**config.mk**
```make
export PLATFORM = sky130hd
export DESIGN_NAME = sac_top
export DESIGN_NICKNAME = d
export VERILOG_FILES = /design/src/sac_pkg.sv /design/src/sac_result_mem.sv /design/src/sac_top.sv
export SDC_FILE = /design/constraint.sdc
export NUM_CORES = 1
export LEC_CHECK = 0
export ABC_AREA = 1
export BUFFER_PORTS_ARGS = -buffer_cell sky130_fd_sc_hd__buf_2
export CORE_ASPECT_RATIO = 1.2
export CORE_MARGIN = 3
export CORE_UTILIZATION = 45
export CTS_CLUSTER_DIAMETER = 100
export DETAILED_ROUTE_END_ITERATION = 10
export SYNTH_ARGS = -nofsm -noshare
export SYNTH_HDL_FRONTEND = slang
export SYNTH_HIERARCHICAL = 1
export SYNTH_SLANG_ARGS = --single-unit
```
**constraint.sdc**
```tcl
create_clock -name clk_i -period 6.2 [get_ports clk_i]
set_input_delay 0.62 -clock clk_i [delete_from_list [all_inputs] [get_ports clk_i]]
set_output_delay 0.62 -clock clk_i [all_outputs]
set_load 0.01 [all_outputs]
```
**src/sac_pkg.sv**
```systemverilog
// Constants, register map and types of the converter control block
`default_nettype none
package sac_pkg;
    // Register byte offsets
    localparam logic [11:0] SAC_OFF_CTRL0    = 12'h000;
    localparam logic [11:0] SAC_OFF_CTRL1    = 12'h004;
    localparam logic [11:0] SAC_OFF_IRQ_STAT = 12'h008;
    localparam logic [11:0] SAC_OFF_IRQ_MASK = 12'h00C;
    localparam logic [11:0] SAC_OFF_STATE    = 12'h010;
    localparam logic [11:0] SAC_OFF_RES_LO   = 12'h020;
    localparam logic [11:0] SAC_OFF_RES_END  = 12'h060;
    // Control word 0 fields
    localparam int SAC_CH_LSB    = 0;
    localparam int SAC_MODE_LSB  = 3;
    localparam int SAC_START_BIT = 6;
    localparam int SAC_EXT_BIT   = 7;
    localparam int SAC_DIV_LSB   = 8;
    // Control word 1 fields
    localparam int SAC_SH_BIT    = 0;
    localparam int SAC_RES10_BIT = 1;
    localparam int SAC_SWEEP_LSB = 2;
    localparam int SAC_VREF_BIT  = 5;
    // Result register layout: channel in offset bits 5:3, high part at bit 2
    localparam int SAC_RES_CH_LSB = 3;
    localparam int SAC_RES_HI_BIT = 2;
    // Interrupt status bits
    localparam int SAC_IRQ_ONESHOT = 0;
    localparam int SAC_IRQ_SWEEP   = 1;
    localparam int SAC_IRQ_W       = 2;
    // Operating modes
    localparam logic [2:0] SAC_MODE_ONESHOT = 3'h0;
    localparam logic [2:0] SAC_MODE_REPEAT  = 3'h1;
    localparam logic [2:0] SAC_MODE_SWEEP   = 3'h2;
    localparam logic [2:0] SAC_MODE_RSWEEP0 = 3'h3;
    localparam logic [2:0] SAC_MODE_RSWEEP1 = 3'h4;
    // Conversion clock divider selects
    localparam logic [1:0] SAC_DIV_1 = 2'h0;
    localparam logic [1:0] SAC_DIV_2 = 2'h1;
    // Conversion lengths in conversion clock cycles, trial bit counts and result widths
    localparam logic [5:0] SAC_CYC_8     = 6'd49;
    localparam logic [5:0] SAC_CYC_10    = 6'd59;
    localparam logic [5:0] SAC_CYC_SH_8  = 6'd28;
    localparam logic [5:0] SAC_CYC_SH_10 = 6'd33;
    localparam logic [5:0] SAC_BITS_8    = 6'd8;
    localparam logic [5:0] SAC_BITS_10   = 6'd10;
    localparam int         SAC_RES_W     = 10;
    localparam int         SAC_LO_W      = 8;

    typedef enum logic [1:0] {
        SAC_IDLE = 2'b01,
        SAC_CONV = 2'b10
    } sac_state_t;
endpackage
`default_nettype wire

```
**src/sac_result_mem.sv**
```systemverilog
// Result store, one word per channel with separate low and high write enables
`default_nettype none
module sac_result_mem #(
    parameter int DEPTH = 8,
    parameter int WIDTH = 10,
    parameter int LO_W  = 8,
    parameter int AW    = 3
) (
    // Clock and reset
    input  wire logic             clk_i,
    input  wire logic             rst_n_i,
    // Write port
    input  wire logic             we_lo_i,
    input  wire logic             we_hi_i,
    input  wire logic [AW-1:0]    waddr_i,
    input  wire logic [WIDTH-1:0] wdata_i,
    // Read port
    input  wire logic [AW-1:0]    raddr_i,
    output logic      [WIDTH-1:0] rdata_o
);
    logic [WIDTH-1:0] mem [DEPTH];

    for (genvar i = 0; i < DEPTH; i++) begin : g_entry
        always_ff @(posedge clk_i or negedge rst_n_i) begin
            if (!rst_n_i) begin
                mem[i] <= '0;
            end else if (waddr_i == AW'(i)) begin
                if (we_lo_i) begin
                    mem[i][LO_W-1:0] <= wdata_i[LO_W-1:0];
                end
                if (we_hi_i) begin
                    mem[i][WIDTH-1:LO_W] <= wdata_i[WIDTH-1:LO_W];
                end
            end
        end
    end

    always_ff @(posedge clk_i or negedge rst_n_i) begin
        if (!rst_n_i) begin
            rdata_o <= '0;
        end else begin
            rdata_o <= mem[raddr_i];
        end
    end
endmodule
`default_nettype wire

```
**src/sac_top.sv**
```systemverilog
// Successive-approximation converter control with APB registers
`default_nettype none
// Summary of operation
// - Results go per channel: low byte at even word, top two bits odd.
// - Resolution selectable as 8 or 10 bits.
// - Conversion clock is system clock undivided, halved or quartered.
// - Five modes: one-shot, repeat, single sweep, repeat sweeps 0 and 1.
// - Software trigger: conversion starts when start flag goes 0 to 1.
// - External trigger: falling edge with start flag set starts or retriggers.
// - Without sample-hold: 49 cycles at 8 bits, 59 at 10 bits.
// - With sample-hold: 28 cycles at 8 bits, 33 at 10 bits.
// - One-shot converts exactly once on the selected channel.
// - One-shot end clears start unless external trigger; writing 0 stops.
// - One-shot completion raises the interrupt.
// - Sample-hold enabled by bit 0 of control word 1, all modes.
module sac_top
    import sac_pkg::*;
#(
    parameter int NCH = 8
) (
    // Clock and reset
    input  wire logic        clk_i,
    input  wire logic        rst_n_i,
    // APB slave
    input  wire logic        psel_i,
    input  wire logic        penable_i,
    input  wire logic        pwrite_i,
    input  wire logic [11:0] paddr_i,
    input  wire logic [31:0] pwdata_i,
    output logic      [31:0] prdata_o,
    output logic             pready_o,
    output logic             pslverr_o,
    // Interrupt
    output logic             irq_o,
    // Analog front end
    input  wire logic        external_trigger_input_i,
    input  wire logic        comp_i,
    output logic      [2:0]  analog_channels_o,
    output logic      [9:0]  sar_code_o,
    output logic             sample_o,
    output logic             busy_o,
    output logic             vref_connect_o
);
    sac_state_t state;
    logic [2:0]  ch_sel;
    logic [2:0]  mode;
    logic        start_flag;
    logic        ext_sel;
    logic [1:0]  div_sel;
    logic        sh_en;
    logic        res10;
    logic [1:0]  sweep_sel;
    logic [SAC_IRQ_W-1:0] irq_status;
    logic [SAC_IRQ_W-1:0] irq_mask;
    logic        pend;
    logic        trig_q;
    logic [1:0]  div_cnt;
    logic [5:0]  cyc;
    logic [5:0]  conv_total;
    logic        conv_res10;
    logic [2:0]  cur_ch;
    logic        on_emph;
    logic [2:0]  emph_next;
    logic [2:0]  other_next;
    logic [SAC_RES_W-1:0] mem_rdata;

    // APB decode
    logic        acc;
    logic        wr_fire;
    logic        rd_fire;
    logic        in_res;
    logic [11:0] res_off;
    logic        mapped;
    assign acc     = psel_i & penable_i;
    assign wr_fire = acc & pready_o & pwrite_i;
    assign rd_fire = acc & pready_o & ~pwrite_i;
    assign in_res  = (paddr_i >= SAC_OFF_RES_LO) && (paddr_i < SAC_OFF_RES_END);
    assign res_off = paddr_i - SAC_OFF_RES_LO;
    assign mapped  = in_res || paddr_i == SAC_OFF_CTRL0 || paddr_i == SAC_OFF_CTRL1
                  || paddr_i == SAC_OFF_IRQ_STAT || paddr_i == SAC_OFF_IRQ_MASK
                  || paddr_i == SAC_OFF_STATE;

    logic wr_ctrl0;
    logic wr_start1;
    logic wr_start0;
    assign wr_ctrl0  = wr_fire && paddr_i == SAC_OFF_CTRL0;
    assign wr_start1 = wr_ctrl0 && pwdata_i[SAC_START_BIT];
    assign wr_start0 = wr_ctrl0 && !pwdata_i[SAC_START_BIT];

    // Triggers
    logic ext_fall;
    logic go;
    assign ext_fall = trig_q & ~external_trigger_input_i;
    // A start write that also selects the external trigger only arms
    assign go = (ext_sel & start_flag & ext_fall)
              | (wr_start1 & ~pwdata_i[SAC_EXT_BIT] & ~start_flag);

    // Conversion clock enable
    logic tick;
    always_comb begin
        unique case (div_sel)
            SAC_DIV_1: tick = 1'b1;
            SAC_DIV_2: tick = div_cnt[0];
            default:   tick = div_cnt == 2'h3;
        endcase
    end

    // Conversion length and trial window
    logic [5:0] cur_total;
    logic [5:0] trial_start;
    logic [3:0] bit_idx;
    assign cur_total = sh_en ? (res10 ? SAC_CYC_SH_10 : SAC_CYC_SH_8)
                             : (res10 ? SAC_CYC_10 : SAC_CYC_8);
    assign trial_start = conv_total - (conv_res10 ? SAC_BITS_10 : SAC_BITS_8);
    assign bit_idx = 4'(6'd9 - (cyc - trial_start));

    // Approximation step
    logic [9:0] next_sar;
    logic       in_trial;
    logic       last_tick;
    assign in_trial  = state == SAC_CONV && cyc >= trial_start;
    assign last_tick = state == SAC_CONV && tick && cyc == conv_total - 6'd1;
    always_comb begin
        next_sar = sar_code_o;
        if (cyc == trial_start - 6'd1) begin
            next_sar = 10'h200;
        end else if (in_trial) begin
            if (!comp_i) begin
                next_sar[bit_idx] = 1'b0;
            end
            if (bit_idx != 4'(10 - (conv_res10 ? 10 : 8))) begin
                next_sar[bit_idx - 4'd1] = 1'b1;
            end
        end
    end

    logic [SAC_RES_W-1:0] result;
    assign result = conv_res10 ? next_sar : {2'h0, next_sar[9:2]};

    // Channel sequencing
    logic [2:0] nsweep;
    logic [2:0] first_ch;
    logic [2:0] next_ch;
    logic       seq_end;
    logic [2:0] go_mode;
    logic [2:0] go_ch;
    // Start write takes mode and channel from the bus, registers lag one edge
    assign go_mode  = wr_ctrl0 ? pwdata_i[SAC_MODE_LSB +: 3] : mode;
    assign go_ch    = wr_ctrl0 ? pwdata_i[SAC_CH_LSB +: 3] : ch_sel;
    assign nsweep = (go_mode == SAC_MODE_RSWEEP1) ? 3'(sweep_sel) : 3'({sweep_sel, 1'b1});
    assign first_ch = (go_mode == SAC_MODE_ONESHOT || go_mode == SAC_MODE_REPEAT) ? go_ch : 3'h0;
    always_comb begin
        next_ch = cur_ch;
        seq_end = 1'b0;
        unique case (mode)
            SAC_MODE_ONESHOT: seq_end = 1'b1;
            SAC_MODE_SWEEP: begin
                seq_end = cur_ch == nsweep;
                next_ch = cur_ch + 3'h1;
            end
            SAC_MODE_RSWEEP0: next_ch = (cur_ch == nsweep) ? 3'h0 : cur_ch + 3'h1;
            SAC_MODE_RSWEEP1: next_ch = on_emph ? other_next : emph_next;
            default: next_ch = cur_ch;
        endcase
    end

    // Control FSM
    always_ff @(posedge clk_i or negedge rst_n_i) begin
        if (!rst_n_i) begin
            state      <= SAC_IDLE;
            cyc        <= '0;
            cur_ch     <= '0;
            conv_total <= SAC_CYC_8;
            conv_res10 <= 1'b0;
        end else if (wr_start0) begin
            state <= SAC_IDLE;
        end else if (go) begin
            state      <= SAC_CONV;
            cyc        <= '0;
            cur_ch     <= first_ch;
            conv_total <= cur_total;
            conv_res10 <= res10;
        end else if (state == SAC_CONV && tick) begin
            cyc <= cyc + 6'd1;
            if (last_tick) begin
                cyc    <= '0;
                cur_ch <= next_ch;
                if (seq_end) begin
                    state <= SAC_IDLE;
                end
            end
        end
    end

    // Repeat sweep 1 alternation: emphasised pins interleave with the rest
    always_ff @(posedge clk_i or negedge rst_n_i) begin
        if (!rst_n_i) begin
            on_emph    <= 1'b1;
            emph_next  <= '0;
            other_next <= '0;
        end else if (go) begin
            on_emph    <= 1'b1;
            emph_next  <= (nsweep == 3'h0) ? 3'h0 : 3'h1;
            other_next <= nsweep + 3'h1;
        end else if (last_tick && mode == SAC_MODE_RSWEEP1) begin
            on_emph <= ~on_emph;
            if (on_emph) begin
                other_next <= (other_next == 3'(NCH - 1)) ? nsweep + 3'h1 : other_next + 3'h1;
            end else begin
                emph_next <= (emph_next == nsweep) ? 3'h0 : emph_next + 3'h1;
            end
        end
    end

    // Divider and approximation register
    always_ff @(posedge clk_i or negedge rst_n_i) begin
        if (!rst_n_i) begin
            div_cnt    <= '0;
            sar_code_o <= '0;
        end else begin
            div_cnt <= (go || tick) ? 2'h0 : div_cnt + 2'h1;
            if (go) begin
                sar_code_o <= '0;
            end else if (state == SAC_CONV && tick) begin
                sar_code_o <= next_sar;
            end
        end
    end

    // Control registers; software write wins over the hardware clear
    always_ff @(posedge clk_i or negedge rst_n_i) begin
        if (!rst_n_i) begin
            ch_sel         <= '0;
            mode           <= SAC_MODE_ONESHOT;
            start_flag     <= 1'b0;
            ext_sel        <= 1'b0;
            div_sel        <= SAC_DIV_1;
            sh_en          <= 1'b0;
            res10          <= 1'b0;
            sweep_sel      <= '0;
            vref_connect_o <= 1'b0;
            irq_mask       <= '0;
        end else begin
            if (last_tick && seq_end && !ext_sel) begin
                start_flag <= 1'b0;
            end
            if (wr_ctrl0) begin
                ch_sel     <= pwdata_i[SAC_CH_LSB +: 3];
                mode       <= pwdata_i[SAC_MODE_LSB +: 3];
                start_flag <= pwdata_i[SAC_START_BIT];
                ext_sel    <= pwdata_i[SAC_EXT_BIT];
                div_sel    <= pwdata_i[SAC_DIV_LSB +: 2];
            end
            if (wr_fire && paddr_i == SAC_OFF_CTRL1) begin
                sh_en          <= pwdata_i[SAC_SH_BIT];
                res10          <= pwdata_i[SAC_RES10_BIT];
                sweep_sel      <= pwdata_i[SAC_SWEEP_LSB +: 2];
                vref_connect_o <= pwdata_i[SAC_VREF_BIT];
            end
            if (wr_fire && paddr_i == SAC_OFF_IRQ_MASK) begin
                irq_mask <= pwdata_i[SAC_IRQ_W-1:0];
            end
        end
    end

    // Interrupt status: read clears, a new event in the same cycle survives
    logic [SAC_IRQ_W-1:0] irq_set;
    logic [SAC_IRQ_W-1:0] next_irq_status;
    assign irq_set[SAC_IRQ_ONESHOT] = last_tick && !wr_start0 && !go
                                      && mode == SAC_MODE_ONESHOT;
    assign irq_set[SAC_IRQ_SWEEP]   = last_tick && !wr_start0 && !go
                                      && mode == SAC_MODE_SWEEP && seq_end;
    assign next_irq_status = ((rd_fire && paddr_i == SAC_OFF_IRQ_STAT) ? '0 : irq_status)
                           | irq_set;
    always_ff @(posedge clk_i or negedge rst_n_i) begin
        if (!rst_n_i) begin
            irq_status <= '0;
            irq_o      <= 1'b0;
            trig_q     <= 1'b1;
        end else begin
            irq_status <= next_irq_status;
            irq_o      <= |(next_irq_status & irq_mask);
            trig_q     <= external_trigger_input_i;
        end
    end

    // Pin-side outputs
    always_ff @(posedge clk_i or negedge rst_n_i) begin
        if (!rst_n_i) begin
            analog_channels_o <= '0;
            sample_o          <= 1'b0;
            busy_o            <= 1'b0;
        end else begin
            analog_channels_o <= go ? first_ch : (last_tick ? next_ch : cur_ch);
            sample_o          <= state == SAC_CONV && !wr_start0 && cyc < trial_start;
            busy_o            <= (state == SAC_CONV || go) && !wr_start0
                                 && !(last_tick && seq_end);
        end
    end

    // Result store; an abort in the final cycle discards the value
    sac_result_mem #(
        .DEPTH (NCH),
        .WIDTH (SAC_RES_W),
        .LO_W  (SAC_LO_W),
        .AW    (3)
    ) u_mem (
        .clk_i   (clk_i),
        .rst_n_i (rst_n_i),
        .we_lo_i (last_tick && !wr_start0 && !go),
        .we_hi_i (last_tick && !wr_start0 && !go && conv_res10),
        .waddr_i (cur_ch),
        .wdata_i (result),
        .raddr_i (res_off[SAC_RES_CH_LSB +: 3]),
        .rdata_o (mem_rdata)
    );

    // APB read mux; every access takes two wait states, which also cover the memory read
    logic [31:0] rd_mux;
    always_comb begin
        rd_mux = 32'h0000_0000;
        if (in_res) begin
            rd_mux = res_off[SAC_RES_HI_BIT] ? 32'(mem_rdata[SAC_RES_W-1:SAC_LO_W])
                                             : 32'(mem_rdata[SAC_LO_W-1:0]);
        end else if (paddr_i == SAC_OFF_CTRL0) begin
            rd_mux = 32'({div_sel, ext_sel, start_flag, mode, ch_sel});
        end else if (paddr_i == SAC_OFF_CTRL1) begin
            rd_mux = 32'({vref_connect_o, 2'h0, sweep_sel, res10, sh_en});
        end else if (paddr_i == SAC_OFF_IRQ_STAT) begin
            rd_mux = 32'(irq_status);
        end else if (paddr_i == SAC_OFF_IRQ_MASK) begin
            rd_mux = 32'(irq_mask);
        end else if (paddr_i == SAC_OFF_STATE) begin
            rd_mux = 32'({sample_o, cur_ch, busy_o});
        end
    end

    always_ff @(posedge clk_i or negedge rst_n_i) begin
        if (!rst_n_i) begin
            pend      <= 1'b0;
            pready_o  <= 1'b0;
            pslverr_o <= 1'b0;
            prdata_o  <= '0;
        end else begin
            pready_o  <= acc && pend && !pready_o;
            pslverr_o <= acc && pend && !pready_o && !mapped;
            if (pready_o) begin
                pend <= 1'b0;
            end else if (acc) begin
                pend <= 1'b1;
            end
            if (acc && pend && !pready_o) begin
                prdata_o <= mapped ? rd_mux : 32'h0000_0000;
            end
        end
    end
endmodule
`default_nettype wire

```
==> run metrics <==
Ys Warns 6; DIE HEIGHT roughly 170 um; switching power approximately 0.57 mW; Netlist cell types 57; status finished clean; area of the core between 20000 and 25000 um^2; power density cells between 200 and 250 nW/um^2; CP Max Fanout 15; unrepaired setup endpoints after global routing false; EDFF count, synth 0; Clock Skews 0.01010 ns; # setup viols final 0; Finished Layout Cells between 1500 and 2000; worst-case vdd ir drop 0.2034 mV; WL final around 24000 um; Post-CTS Setup Bufs 0; # H-tree levels 4; CP Capture Type register; Site Rows between 50 and 60; Clock Tree Buf Depth 2; Num CTS Buffers 17; Async SR Flop Fraction 1.000; GP Congestion 0.9077; Synth area leaders dfrtp_1 (42%), nand2_1 (14%), o21ai_0 (6.8%), inv_1 (6.7%), nand3_1 (4.9%); Tcrit/Tclk final 0.6594; post-cts resize count 0; Post-Place Cells around 1500; cts hold-fix bufs 0; Final Hold Fails 0; HPWL after DPL approximately 17000 um; Skew-Pair Late Insertion Delay around 0.44 ns; clk sinks approximately 170; switch share 0.2578; WS Path Type reg2reg; CP arrival ~4.4 ns; Synth Flop Type dfrtp_1; maxcap violations 0; Reg power frac 0.494; Critical Path RT around 6.5 ns; Logic pwr share 0.053; Pint 1.638 mW; max_slew headroom 0.4037; top achievable clock speed about 240 MHz; TritonCTS clock tree yes; Remaining DRCs 0; Iteration-0 DRC Markers between 500 and 600; clock share of power 0.454; leak pwr 5.197 nW; Synth Area per Inst 7.680 um^2; Total Routing Usage GR 0.2111; port bufs between 50 and 60; vias per cell around 5.0; Area Growth Syn to Fin 9.217%; Slowest cell on crit path dfrtp_1; Post-layout nets 1374; fin. max-slew vios 0; Initial Utilization 0.4596; Slew @ Worst Pin 0.8945 ns; DRT Pass-1 Iters 5; count leader, synth nand2_1; Startpoint Class register; # IOs 102; n_diodes 0; Die Area about 23000 um^2; post-route setup TNS 0 ns; mean routed wirelength per cell between 15 and 20 um; initial antenna violation count 0; minimum clock period around 4.1 ns; post-synth top area share 0.4154; Post-DRT Antenna Nets 0; vias just under 8000; flops & latches, synth around 170; Synth area leader dfrtp_1; Fillers approximately 2100; commonest cells in the netlist nand2_1 (362), inv_1 (173), dfrtp_1 (160); clock-pin slew on the worst setup and hold paths approximately 0.07 ns; max incr delay on CP between 0.5 and 0.6 ns; Mapped Area around 9600 um^2; first-pass GRT wire length about 40000 um; critical-path cell list ha_1 -> ha_1 -> inv_1 -> ha_1 -> inv_1 -> fa_1 -> xor2_1 -> nand2_1 -> a211oi_1 -> nor2_1 -> nand2_1 -> o21ai_0 -> nand3_1 -> o21ai_0 -> inv_1 -> o21ai_0; Top Usage Layer GRT met2; GR Overflow Total 0; GR Util met3 0.03283; M1 GR Usage 0.2730; register area share after synthesis 0.4291; M2 GR Usage 0.3668; root buf cell clkbuf_16; die width 139.6 um; HP Class in2async; vias in the first global route ~7600; Hold Slack around 0.17 ns; largest net degree at the start of global routing 64; Synth Instances between 1000 and 1500; share of cells above drive strength 1 0.1268
-- path summary, 6_finish.rpt --
kind	start	endpoint	slack [ns]	cells after the start
hold / removal	rst_n_i	cyc[4]	0.17	1
min in group clk_i	external_trigger_input_i	trig_q	0.32	1
setup / recovery	conv_res10	u_mem/mem[3]	2.11	16
setup reg to reg	conv_res10	u_mem/mem[3]	2.11	16
max in group asynchronous	rst_n_i	u_mem/rdata_o[7]	4.80	2
hold reg to reg	div_cnt[0]	div_cnt[0]	0.47	1
-- cell families (layout without fill, tap and decap cells) --
logic type / count (synthesis) / after routing / share of synthesized area
adder cells (fa/ha/maj): 27 / 27 / 0.03583
AND/OR/NAND/NOR: 580 / 580 / 0.2772
flip-flops: 165 / 165 / 0.4291
AO/OA/AOI/OAI: 208 / 208 / 0.1193
buffers and inverters: 249 / 282 / 0.1153
multiplexers: 1 / 1 / 0.001168
other: 1 / 22 / 0.0003891
XOR/XNOR: 24 / 24 / 0.02181
-- power groups by stage --
stage | combinational [mW] | sequential [mW] | clock (mW)
after global routing | 0.133 | 1.09 | 1.06
after global placement | 0.118 | 1.11 | 0
final | 0.116 | 1.09 | 1.00
after CTS | 0.119 | 1.09 | 1.03
after floorplan | 0.0709 | 1.11 | 0
after detailed placement | 0.118 | 1.11 | 0
-- registers in the layout, indices dropped and copies added, names as in the netlist, 5 cells and up --
register       flops
u_mem/mem         80
prdata_o          10
sar_code_o        10
u_mem/rdata_o     10
cyc                6
conv_total         5
-- per-layer routing --
| metal | part of all wire | vias up |
|---|---|---|
| li1 | - | 4042 |
| met1 | 0.45 | 3728 |
| met2 | 0.50 | 149 |
| met3 | 0.034 | 38 |
| met4 | 0.019 | 0 |
| met5 | 0 | - |
-- layout make-up --
| class | count | area, um^2 | area share |
|---|---|---|---|
| Multi-Input combinational cell | 862 | 4471 | 0.4247 |
| Sequential cell | 165 | 4135 | 0.3928 |
| Inverter | 190 | 723.2 | 0.06870 |
| Clock buffer | 18 | 429.2 | 0.04077 |
| Tap cell | 270 | 337.8 | 0.03209 |
| Timing Repair Buffer | 60 | 314.1 | 0.02983 |
| Clock inverter | 14 | 116.4 | 0.01105 |
-- metrics by stage --
stage | worst slack [ns] | area, um^2 | utilization | power, mW
floorplan | 3.061 | 9717 | - | 1.181
global placement | 2.219 | 9981 | 0.4759 | 1.228
detailed placement | 2.171 | 9981 | 0.4759 | 1.229
CTS | 2.143 | 10530 | 0.5019 | 2.234
global route | 1.676 | 10530 | 0.5019 | 2.286
finish | 2.112 | 10530 | 0.5019 | 2.207
-- critical path, delay by kind of cell (launching register included) --
family	cells	cell delay [ns]
fa+ha+maj	4	1.39
compound gates	4	0.85
simple gates	4	0.64
flops	1	0.54
buf+inv	3	0.38
xor+xnor	1	0.21
-- layout by cell type, fill, tap and decap left out, types with 21 or more instances in the layout --
master | netlist | final
nand3_1 | 94 | 94
nand2_1 | 362 | 362
inv_1 | 173 | 173
buf_2 | 6 | 56
dfrtp_1 | 160 | 160
o21ai_1 | 21 | 21
conb_1 | 1 | 22
nor2_1 | 50 | 50
o21ai_0 | 130 | 130
ha_1 | 26 | 26
Power figures use the tool's default switching activity.
